File: src/rtl/lcm_pkg.sv
// constants for the line interface clock-mode select block
package lcm_pkg;
	// register byte offsets on the bus
	localparam logic [3:0] REG_CLK_MODE    = 4'h0;
	localparam logic [3:0] REG_CORNER      = 4'h4;
	localparam logic [3:0] REG_AUX_CFG     = 4'h8;
	localparam logic [3:0] REG_STATUS      = 4'hc;
	// clock_mode_second field positions
	localparam int TX_OSC_ADJUST_EN_BIT    = 7;
	localparam int RX_OSC_ADJUST_EN_BIT    = 6;
	localparam int TX_OSC_CENTER_EN_BIT    = 5;
	localparam int RX_OSC_CENTER_DIS_BIT   = 4;
	localparam int INT_RX_FRAME_PULSE_BIT  = 3;
	localparam int INT_RX_FRAMER_CLK_BIT   = 2;
	localparam int INT_TX_FRAMER_CLK_BIT   = 0;
	localparam logic [7:0] CLK_MODE_WMASK  = 8'hfd;
	localparam logic [7:0] CLK_MODE_RESET  = 8'h00;
	// corner register: tx corner 7:4, rx corner 3:0, tx atten 12:8, rx atten 20:16
	localparam int TX_CORNER_LSB           = 4;
	localparam int RX_CORNER_LSB           = 0;
	localparam int TX_ATTEN_LSB            = 8;
	localparam int RX_ATTEN_LSB            = 16;
	localparam logic [20:0] CORNER_RESET   = 21'h000000;
	// aux register bit positions
	localparam int TX_FIXED_CORNER_BIT     = 0;
	localparam int RX_FIXED_CORNER_BIT     = 1;
	localparam int RX_BYPASS_BIT           = 2;
	localparam int MASTER_MODE_BIT         = 3;
	localparam int GAPPED_MODE_BIT         = 4;
	localparam int MFP_CODE_LSB            = 8;
	localparam logic [11:0] AUX_RESET      = 12'h000;
	localparam logic [3:0] MFP_CODE_FRAME  = 4'h1;
	// reference loss detection: no edge for this long means missing
	localparam int MCLK_HZ                 = 40000000;
	localparam int REF_LOSS_NS             = 2000;
	localparam int REF_LOSS_CYC            = (REF_LOSS_NS * (MCLK_HZ / 1000000)) / 1000;
	localparam int LOSS_CNT_W              = 8;
	// synchroniser lane indices
	localparam int IN_EXT_TX_CLK           = 0;
	localparam int IN_EXT_RX_CLK           = 1;
	localparam int IN_REC_CLK              = 2;
	localparam int IN_RX_OSC_CLK           = 3;
	localparam int IN_SYNC_REF             = 4;
	localparam int IN_GAPPED_CLK           = 5;
	localparam int IN_OSC_FRAME            = 6;
	localparam int IN_DATA_FRAME           = 7;
	localparam int IN_LOS                  = 8;
	localparam int IN_TX_REF               = 9;
	localparam int IN_W                    = 10;
endpackage

File: src/rtl/lcm_clock_mode_select.sv
// clock-mode selection for one line interface channel with its register slave
//
// Chosen here: the Avalon-MM interface to the registers and the address map.
`timescale 1ns/100ps
module lcm_clock_mode_select
	import lcm_pkg::*;
#(
	parameter int LOSS_CYCLES = REF_LOSS_CYC
) (
	input  wire logic        mclk,
	input  wire logic        rst,
	// avalon-mm slave
	input  wire logic [3:0]  avs_address,
	input  wire logic        avs_read,
	input  wire logic        avs_write,
	input  wire logic [31:0] avs_writedata,
	output logic      [31:0] avs_readdata,
	output logic             avs_waitrequest,
	// clock and reference pins, asynchronous to mclk
	input  wire logic        extTxFramerClock,
	input  wire logic        extRxFramerClock,
	input  wire logic        recoveredLineClock,
	input  wire logic        rxOscClock,
	input  wire logic        syncRefClock,
	input  wire logic        gappedRxClockIn,
	input  wire logic        rxOscFramePulse,
	input  wire logic        rxDataFramePulse,
	input  wire logic        lossOfSignal,
	input  wire logic        txOscRefClock,
	// oscillator controls
	output logic             txOscUseProgrammed,
	output logic             txOscFixedSlow,
	output logic      [3:0]  txOscCorner,
	output logic      [4:0]  txOscAtten,
	output logic             txOscCenter,
	output logic             rxOscUseProgrammed,
	output logic             rxOscFixedSlow,
	output logic      [3:0]  rxOscCorner,
	output logic      [4:0]  rxOscAtten,
	output logic             rxOscCenter,
	output logic             rxOscHold,
	// framer side
	output logic             rxWorkClock,
	output logic             txWorkClock,
	output logic             rxFramePulse,
	output logic             rxMfpOut,
	output logic             rxMfpOe
);

	// register and bus state
	logic [7:0]  clkMode_q, clkMode_d;
	logic [20:0] corner_q, corner_d;
	logic [11:0] aux_q, aux_d;
	logic [31:0] rdata_q, rdata_d;
	logic        wait_q, wait_d;
	// pin synchronisers and edge history
	logic [IN_W-1:0] meta_q, sync_q, last_q;
	// reference activity watchdogs
	logic [LOSS_CNT_W-1:0] syncCnt_q, syncCnt_d, gapCnt_q, gapCnt_d, txRefCnt_q, txRefCnt_d;
	// registered outputs, one flop per control so every output leaves a flip-flop
	logic        txUseProg_q, txUseProg_d;
	logic        txFixedSlow_q, txFixedSlow_d;
	logic [3:0]  txCorner_q, txCorner_d;
	logic [4:0]  txAtten_q, txAtten_d;
	logic        txCenter_q, txCenter_d;
	logic        rxUseProg_q, rxUseProg_d;
	logic        rxFixedSlow_q, rxFixedSlow_d;
	logic [3:0]  rxCorner_q, rxCorner_d;
	logic [4:0]  rxAtten_q, rxAtten_d;
	logic        rxCenter_q, rxCenter_d;
	logic        hold_q, hold_d;
	logic        rxWork_q, rxWork_d;
	logic        txWork_q, txWork_d;
	logic        framePulse_q, framePulse_d;
	logic        mfpOe_q, mfpOe_d;
	logic        mfpOut_q, mfpOut_d;

	// a reference counts as missing once its watchdog has saturated
	function automatic logic [LOSS_CNT_W-1:0] watchdog(input logic [LOSS_CNT_W-1:0] cnt, input logic edgeSeen);
		if (edgeSeen)
			return '0;
		else if (cnt == LOSS_CNT_W'(LOSS_CYCLES))
			return cnt;
		else
			return cnt + LOSS_CNT_W'(1);
	endfunction

	logic syncMissing, gapMissing, txRefMissing;
	logic [IN_W-1:0] rise;
	assign rise         = sync_q & ~last_q;
	assign syncMissing  = (syncCnt_q == LOSS_CNT_W'(LOSS_CYCLES));
	assign gapMissing   = (gapCnt_q == LOSS_CNT_W'(LOSS_CYCLES));
	assign txRefMissing = (txRefCnt_q == LOSS_CNT_W'(LOSS_CYCLES));

	// bus: one wait cycle, access commits on the edge where waitrequest is low
	always_comb begin
		logic req;
		logic [3:0] a;
		req       = avs_read | avs_write;
		a         = avs_address;
		clkMode_d = clkMode_q;
		corner_d  = corner_q;
		aux_d     = aux_q;
		rdata_d   = rdata_q;
		wait_d    = 1'b1;
		if (req && wait_q) begin
			wait_d  = 1'b0;
			// read data is prepared now so it stands at the completing edge
			rdata_d = 32'h00000000;
			case (a)
				REG_CLK_MODE: rdata_d = {24'h000000, clkMode_q};
				REG_CORNER:   rdata_d = {11'h000, corner_q};
				REG_AUX_CFG:  rdata_d = {20'h00000, aux_q};
				REG_STATUS:   rdata_d = {26'h0000000, rxCenter_q, txCenter_q, hold_q, txRefMissing, gapMissing,
					syncMissing};
				default:      rdata_d = 32'h00000000;
			endcase
		end
		if (avs_write && !wait_q) begin
			case (a)
				REG_CLK_MODE: clkMode_d = avs_writedata[7:0] & CLK_MODE_WMASK;
				REG_CORNER:   corner_d = {avs_writedata[20:16], 3'h0, avs_writedata[12:0]};
				REG_AUX_CFG:  aux_d = avs_writedata[11:0];
				default:      ;
			endcase
		end
	end

	// watchdogs restart on every rising edge of the watched reference
	always_comb begin
		syncCnt_d  = watchdog(syncCnt_q, rise[IN_SYNC_REF]);
		gapCnt_d   = watchdog(gapCnt_q, rise[IN_GAPPED_CLK]);
		txRefCnt_d = watchdog(txRefCnt_q, rise[IN_TX_REF]);
	end

	// oscillator controls; programmed fields reach the oscillators only while adjustment is on
	always_comb begin
		logic txAdj, rxAdj, master, gapped, centerDis, centerR;
		txAdj         = clkMode_q[TX_OSC_ADJUST_EN_BIT];
		rxAdj         = clkMode_q[RX_OSC_ADJUST_EN_BIT];
		master        = aux_q[MASTER_MODE_BIT];
		gapped        = aux_q[GAPPED_MODE_BIT];
		centerDis     = clkMode_q[RX_OSC_CENTER_DIS_BIT];
		centerR       = 1'b0;
		txUseProg_d   = txAdj;
		// fixed select only matters while adjustment is off
		txFixedSlow_d = !txAdj && aux_q[TX_FIXED_CORNER_BIT];
		txCorner_d    = txAdj ? corner_q[TX_CORNER_LSB +: 4] : 4'h0;
		txAtten_d     = txAdj ? corner_q[TX_ATTEN_LSB +: 5] : 5'h00;
		// with no reference, center on the master-clock derived 2.048 MHz
		txCenter_d    = clkMode_q[TX_OSC_CENTER_EN_BIT] && txRefMissing;
		rxUseProg_d   = rxAdj;
		rxFixedSlow_d = !rxAdj && aux_q[RX_FIXED_CORNER_BIT];
		rxCorner_d    = rxAdj ? corner_q[RX_CORNER_LSB +: 4] : 4'h0;
		rxAtten_d     = rxAdj ? corner_q[RX_ATTEN_LSB +: 5] : 5'h00;
		// master needs only the sync reference; slave centers on a lost line or a stopped gapped clock
		if (master)
			centerR = syncMissing;
		else
			centerR = (sync_q[IN_LOS] && syncMissing) || (gapped && gapMissing);
		rxCenter_d    = !centerDis && centerR;
		// freeze until sync comes back, or in gapped mode until the gapped clock comes back
		hold_d        = centerDis && syncMissing && (gapMissing || !gapped);
	end

	// framer clocks and frame pulse are sampled levels, not true clock muxes
	always_comb begin
		logic rxClk;
		rxClk = sync_q[IN_EXT_RX_CLK];
		// bypass overrides the select bit: the recovered clock always wins there
		if (aux_q[RX_BYPASS_BIT])
			rxClk = sync_q[IN_REC_CLK];
		else if (clkMode_q[INT_RX_FRAMER_CLK_BIT])
			rxClk = sync_q[IN_RX_OSC_CLK];
		rxWork_d = rxClk;
		txWork_d = clkMode_q[INT_TX_FRAMER_CLK_BIT] ? rxClk : sync_q[IN_EXT_TX_CLK];
		// either setting of the frame pulse bit is accepted
		framePulse_d = sync_q[IN_DATA_FRAME];
		if (clkMode_q[INT_RX_FRAME_PULSE_BIT])
			framePulse_d = sync_q[IN_OSC_FRAME];
		// multifunction port drives the oscillator frame pulse active low when coded for it and the internal frame pulse is selected
		mfpOe_d  = clkMode_q[INT_RX_FRAME_PULSE_BIT] && (aux_q[MFP_CODE_LSB +: 4] == MFP_CODE_FRAME);
		mfpOut_d = mfpOe_d ? !sync_q[IN_OSC_FRAME] : 1'b1;
	end

	// bus registers; waitrequest idles high so nothing completes before a request
	always_ff @(posedge mclk or posedge rst) begin
		if (rst) begin
			clkMode_q <= CLK_MODE_RESET;
			corner_q  <= CORNER_RESET;
			aux_q     <= AUX_RESET;
			rdata_q   <= 32'h00000000;
			wait_q    <= 1'b1;
		end else begin
			clkMode_q <= clkMode_d;
			corner_q  <= corner_d;
			aux_q     <= aux_d;
			rdata_q   <= rdata_d;
			wait_q    <= wait_d;
		end
	end

	// pin synchronisers; only the second stage feeds logic, the third keeps edge history
	always_ff @(posedge mclk or posedge rst) begin
		if (rst) begin
			meta_q <= '0;
			sync_q <= '0;
			last_q <= '0;
		end else begin
			meta_q <= {txOscRefClock, lossOfSignal, rxDataFramePulse, rxOscFramePulse, gappedRxClockIn,
				syncRefClock, rxOscClock, recoveredLineClock, extRxFramerClock, extTxFramerClock};
			sync_q <= meta_q;
			last_q <= sync_q;
		end
	end

	// reference watchdog counters
	always_ff @(posedge mclk or posedge rst) begin
		if (rst) begin
			syncCnt_q  <= '0;
			gapCnt_q   <= '0;
			txRefCnt_q <= '0;
		end else begin
			syncCnt_q  <= syncCnt_d;
			gapCnt_q   <= gapCnt_d;
			txRefCnt_q <= txRefCnt_d;
		end
	end

	// oscillator control registers, all clear at reset
	always_ff @(posedge mclk or posedge rst) begin
		if (rst) begin
			txUseProg_q   <= 1'b0;
			txFixedSlow_q <= 1'b0;
			txCorner_q    <= 4'h0;
			txAtten_q     <= 5'h00;
			txCenter_q    <= 1'b0;
			rxUseProg_q   <= 1'b0;
			rxFixedSlow_q <= 1'b0;
			rxCorner_q    <= 4'h0;
			rxAtten_q     <= 5'h00;
			rxCenter_q    <= 1'b0;
			hold_q        <= 1'b0;
		end else begin
			txUseProg_q   <= txUseProg_d;
			txFixedSlow_q <= txFixedSlow_d;
			txCorner_q    <= txCorner_d;
			txAtten_q     <= txAtten_d;
			txCenter_q    <= txCenter_d;
			rxUseProg_q   <= rxUseProg_d;
			rxFixedSlow_q <= rxFixedSlow_d;
			rxCorner_q    <= rxCorner_d;
			rxAtten_q     <= rxAtten_d;
			rxCenter_q    <= rxCenter_d;
			hold_q        <= hold_d;
		end
	end

	// framer side registers; the port idles high so a quiet pin never shows a false pulse
	always_ff @(posedge mclk or posedge rst) begin
		if (rst) begin
			rxWork_q     <= 1'b0;
			txWork_q     <= 1'b0;
			framePulse_q <= 1'b0;
			mfpOe_q      <= 1'b0;
			mfpOut_q     <= 1'b1;
		end else begin
			rxWork_q     <= rxWork_d;
			txWork_q     <= txWork_d;
			framePulse_q <= framePulse_d;
			mfpOe_q      <= mfpOe_d;
			mfpOut_q     <= mfpOut_d;
		end
	end

	// outputs straight from flip-flops
	assign avs_readdata       = rdata_q;
	assign avs_waitrequest    = wait_q;
	assign txOscUseProgrammed = txUseProg_q;
	assign txOscFixedSlow     = txFixedSlow_q;
	assign txOscCorner        = txCorner_q;
	assign txOscAtten         = txAtten_q;
	assign txOscCenter        = txCenter_q;
	assign rxOscCenter        = rxCenter_q;
	assign rxOscUseProgrammed = rxUseProg_q;
	assign rxOscFixedSlow     = rxFixedSlow_q;
	assign rxOscCorner        = rxCorner_q;
	assign rxOscAtten         = rxAtten_q;
	assign rxWorkClock        = rxWork_q;
	assign txWorkClock        = txWork_q;
	assign rxFramePulse       = framePulse_q;
	assign rxOscHold          = hold_q;
	assign rxMfpOut           = mfpOut_q;
	assign rxMfpOe            = mfpOe_q;

endmodule

File: config.mk
export PLATFORM = sky130hd
export DESIGN_NAME = lcm_clock_mode_select
export DESIGN_NICKNAME = d
export VERILOG_FILES = /design/src/rtl/lcm_pkg.sv /design/src/rtl/lcm_clock_mode_select.sv
export SDC_FILE = /design/constraint.sdc
export NUM_CORES = 1
export LEC_CHECK = 0
export ABC_CLOCK_PERIOD_IN_PS = 7300
export BUFFER_PORTS_ARGS = -buffer_cell sky130_fd_sc_hd__buf_2
export CORE_UTILIZATION = 50
export DETAILED_ROUTE_END_ITERATION = 8
export PLACE_DENSITY_LB_ADDON = 0.08
export SYNTH_ARGS = -nofsm -noshare
export SYNTH_HDL_FRONTEND = slang
export SYNTH_SLANG_ARGS = --single-unit
export TNS_END_PERCENT = 30
File: constraint.sdc
create_clock -name mclk -period 7.3 [get_ports mclk]
set_clock_uncertainty 0.15 [all_clocks]
set_input_delay 0 -clock mclk [delete_from_list [all_inputs] [get_ports mclk]]
set_output_delay 0 -clock mclk [all_outputs]
set_load 0.02 [all_outputs]
==> impl_metrics.py <==
metrics = {
    "yosys": {
        "synth_seq_area_share_pct": 64.1,
        "syn_avg_cell_area_um2": 13.2,
        "synth.distinct_cells": 39,
        "netlist_area_um2": 5200,
        "synth_top_area_cell": "dfrtp_1",
        "ys_ff_latch": 133,
        "synth_top_cell_area_share_pct": 63.1,
        "synth_edf_count": 0,
        "yosys_warnings": 0,
        "synthTopCellsByArea": "dfrtp_1 63%, mux2_2 8.4%, and2_1 2.4%",
        "syn_inst": 393,
        "ys_top_cells_by_count": "131 x dfrtp_1, 39 x mux2_2, 23 x nor2_1",
        "synth-main-ff-cell": "dfrtp_1",
        "post-synth-top-count-cell": "dfrtp_1",
        "synthArstFlopShare_pct": 100,
    },
    "timing": {
        "max_slew_margin_pct": 31.0,
        "rsz0062_at_grt": "no",
        "period_share_pct": 41.2,
        "setup_viol": 0,
        "period_needed_ps": 3010,
        "finalHoldViolCount": 0,
        "hold_ws_ps": 94.9,
        "max_freq_ghz": 0.333,
        "drv_slew": 0,
        "worst_pin_slew_ps": 1030,
        "fin_tns_setup_ps": 0,
    },
    "hold_path": {
        "hold-path-cell-count": 3,
        "worstHoldStart": "avs_writedata[12]",
        "min_to": "corner_q[12]",
        "min-delay-path-class": "primary input to flop",
    },
    "grt": {
        "grt_first_pass_wirelength_um": 17900,
        "antenna_found_initial": 0,
        "grt_max_degree": 80,
        "grtUsageTotal_pct": 21.6,
        "grt_pass1_vias": 3556,
        "grt-ovfl-total": 0,
    },
    "setup_path": {
        "cp_cell_sequence": "inv_1, ha_1, nor4bb_1, and3_1, nand3_1, dlygate4sd3_1, a31oi_1, dlygate4sd3_1",
        "startpoint_type": "flop",
        "setup.worst_path.class": "flop to flop",
        "endpoint_kind": "flop",
        "cp.arrival_ps": 3320,
        "cp_top_family": "buffers and inverters",
        "critPathMaxFanout": 5,
        "r2r_cells": 8,
        "slowest_stage": "dlygate4sd3_1",
        "path_common_cell": "dlygate4sd3_1",
        "r2r-end": "avs_readdata[0]",
        "max_stage_delay_ps": 580,
        "crit_buf_inv": 3,
        "cp.required_ps": 7610,
        "rrSetupSlack_ps": 4290,
        "timing.rr.start": "syncCnt_q[0]",
    },
    "layout": {
        "regArea_um2": 3330,
        "antenna_cells": 0,
        "area_growth_pct": 29.1,
        "post-route-util_pct": 67.7,
        "nFillCells": 763,
        "layout-drive-gt1-share_pct": 31.1,
        "multiInputGateArea_um2": 1720,
        "fin_nets": 586,
    },
    "clock_network": {
        "clk_latency_ps": 530,
        "cts_buffers": 17,
        "cts-root-buf": "clkbuf_8",
        "clkSinkCount": 133,
        "cts_tree": "built",
        "clock_path_buffers": 2,
        "cts-htree-levels": 4,
        "clk_pin_slew_ps": 70,
    },
    "detailed_routing": {
        "first_iter_violations": 123,
        "drt-pass1-iter-count": 4,
        "top_layer_used": "met4",
        "finalWirelength_um": 10700,
        "route.met2.wl_um": 5190,
        "route.met3.wl_um": 376,
        "drc": 0,
        "wl_per_cell_um": 15.8,
        "wl_met1_um": 4890,
        "vias": 3392,
        "via_per_inst": 5.02,
        "ant_nets": 0,
    },
    "floorplanning": {
        "die-area_um2": 10800,
        "pin_count": 113,
        "start_util_pct": 52.4,
        "core_um2": 9910,
        "die_h_um": 104,
        "die_width_um": 104,
        "std_cell_rows": 36,
    },
    "place": {
        "io_buffers": 84,
        "hpwl_um": 6630,
        "place_congestion": 0.792,
    },
    "run_status": {
        "outcome": "complete, no violations",
    },
    "power": {
        "leakagePower_nw": 3.32,
        "ir_drop_mv": 0.205,
        "p_per_area_nw_per_um2": 293,
        "p_total_mw": 1.96,
    },
    "run": {
        "drv_cap": 0,
    },
}
## final cells by class
| cell class | count | share of cell area (%) |
|---|---|---|
| well taps | 133 | 2.48 |
| clock inverters | 15 | 1.94 |
| inverters | 7 | 0.429 |
| clock buffers | 17 | 6.17 |
| multi-input cells | 237 | 25.7 |
| flip-flops and latches | 133 | 49.6 |
| repair buffers | 134 | 13.7 |
## routing by layer
layer,vias to the layer above,global-route usage (%)
met2,78,34.3
met5,-,0
met1,1704,27.7
li1,1594,-
met4,0,8.47
met3,16,6.77
## layout by cell type (no fill, tap or decap), drive strengths merged, types with 11 or more instances in the layout
cell	Yosys	layout
xor2	14	14
nand3	18	18
buf	21	86
nor2	23	23
mux2	39	39
a21oi	11	11
nand2	21	21
clkbuf	8	17
dlygate4sd3	0	48
conb	1	14
dfrtp	131	131
and2	20	20
inv	7	18
## sequential cells by signal, summed over array words and instances, names as in the netlist, 3 cells and up
register and cells:
avs_readdata 18, aux_q 12, last_q 3, corner_q 18, rxOscCorner 4, txOscAtten 5, txRefCnt_q 8, clkMode_q 7
meta_q 10, sync_q 10, syncCnt_q 8, rxOscAtten 5, gapCnt_q 8, txOscCorner 4
## stage by stage
stage                     area, um2  std cells  setup slack [ps]
after floorplan                5250        406              3600
after global placement         5680        596              5010
after detailed placement       5680        596              5020
after CTS                      6710        676              4330
after global routing           6710        676              4100
final                          6710        676              4290
## where the power goes
group          switching (mW)  internal [mW]  total, mW
clock                   0.353          0.431      0.784
combinational           0.132          0.127      0.259
sequential             0.0851          0.836      0.922
## worst max path at each step
stage	startpoint	to	slack, ps	cells after the start
6_report	syncCnt_q[0]	avs_readdata[0]	4290	8
2_1_floorplan	rst	aux_q[0]	3600	1
5_1_grt	syncCnt_q[0]	avs_readdata[0]	4100	8
3_3_place_gp	avs_address[3]	aux_q[7]	5010	4
4_1_cts	syncCnt_q[0]	avs_readdata[0]	4330	8
3_5_place_dp	avs_address[3]	aux_q[4]	5020	4
## worst reg2reg max path, cell delays in order (launching register included)
cell and delay (ps):
dfrtp_1 420, inv_1 110, ha_1 140, nor4bb_1 330, and3_1 370, nand3_1 110, dlygate4sd3_1 580, a31oi_1 170
dlygate4sd3_1 560
## cells by family after synthesis
| kind of cell | synth area share (%) |
|---|---|
| AO/OA/AOI/OAI | 5.01 |
| flip-flops | 64.1 |
| adder cells (fa/ha/maj) | 1.44 |
| multiplexers | 10.5 |
| other | 0.0722 |
| buffers and inverters | 3.78 |
| AND/OR/NAND/NOR | 12.1 |
| XOR/XNOR | 3.03 |
## repair_timing
action	CTS	global route
resized for setup	0	0
endpoints found under the hold margin	114	0
hold buffers	48	0
setup buffers	0	0
(Power assumes the default switching activity.)
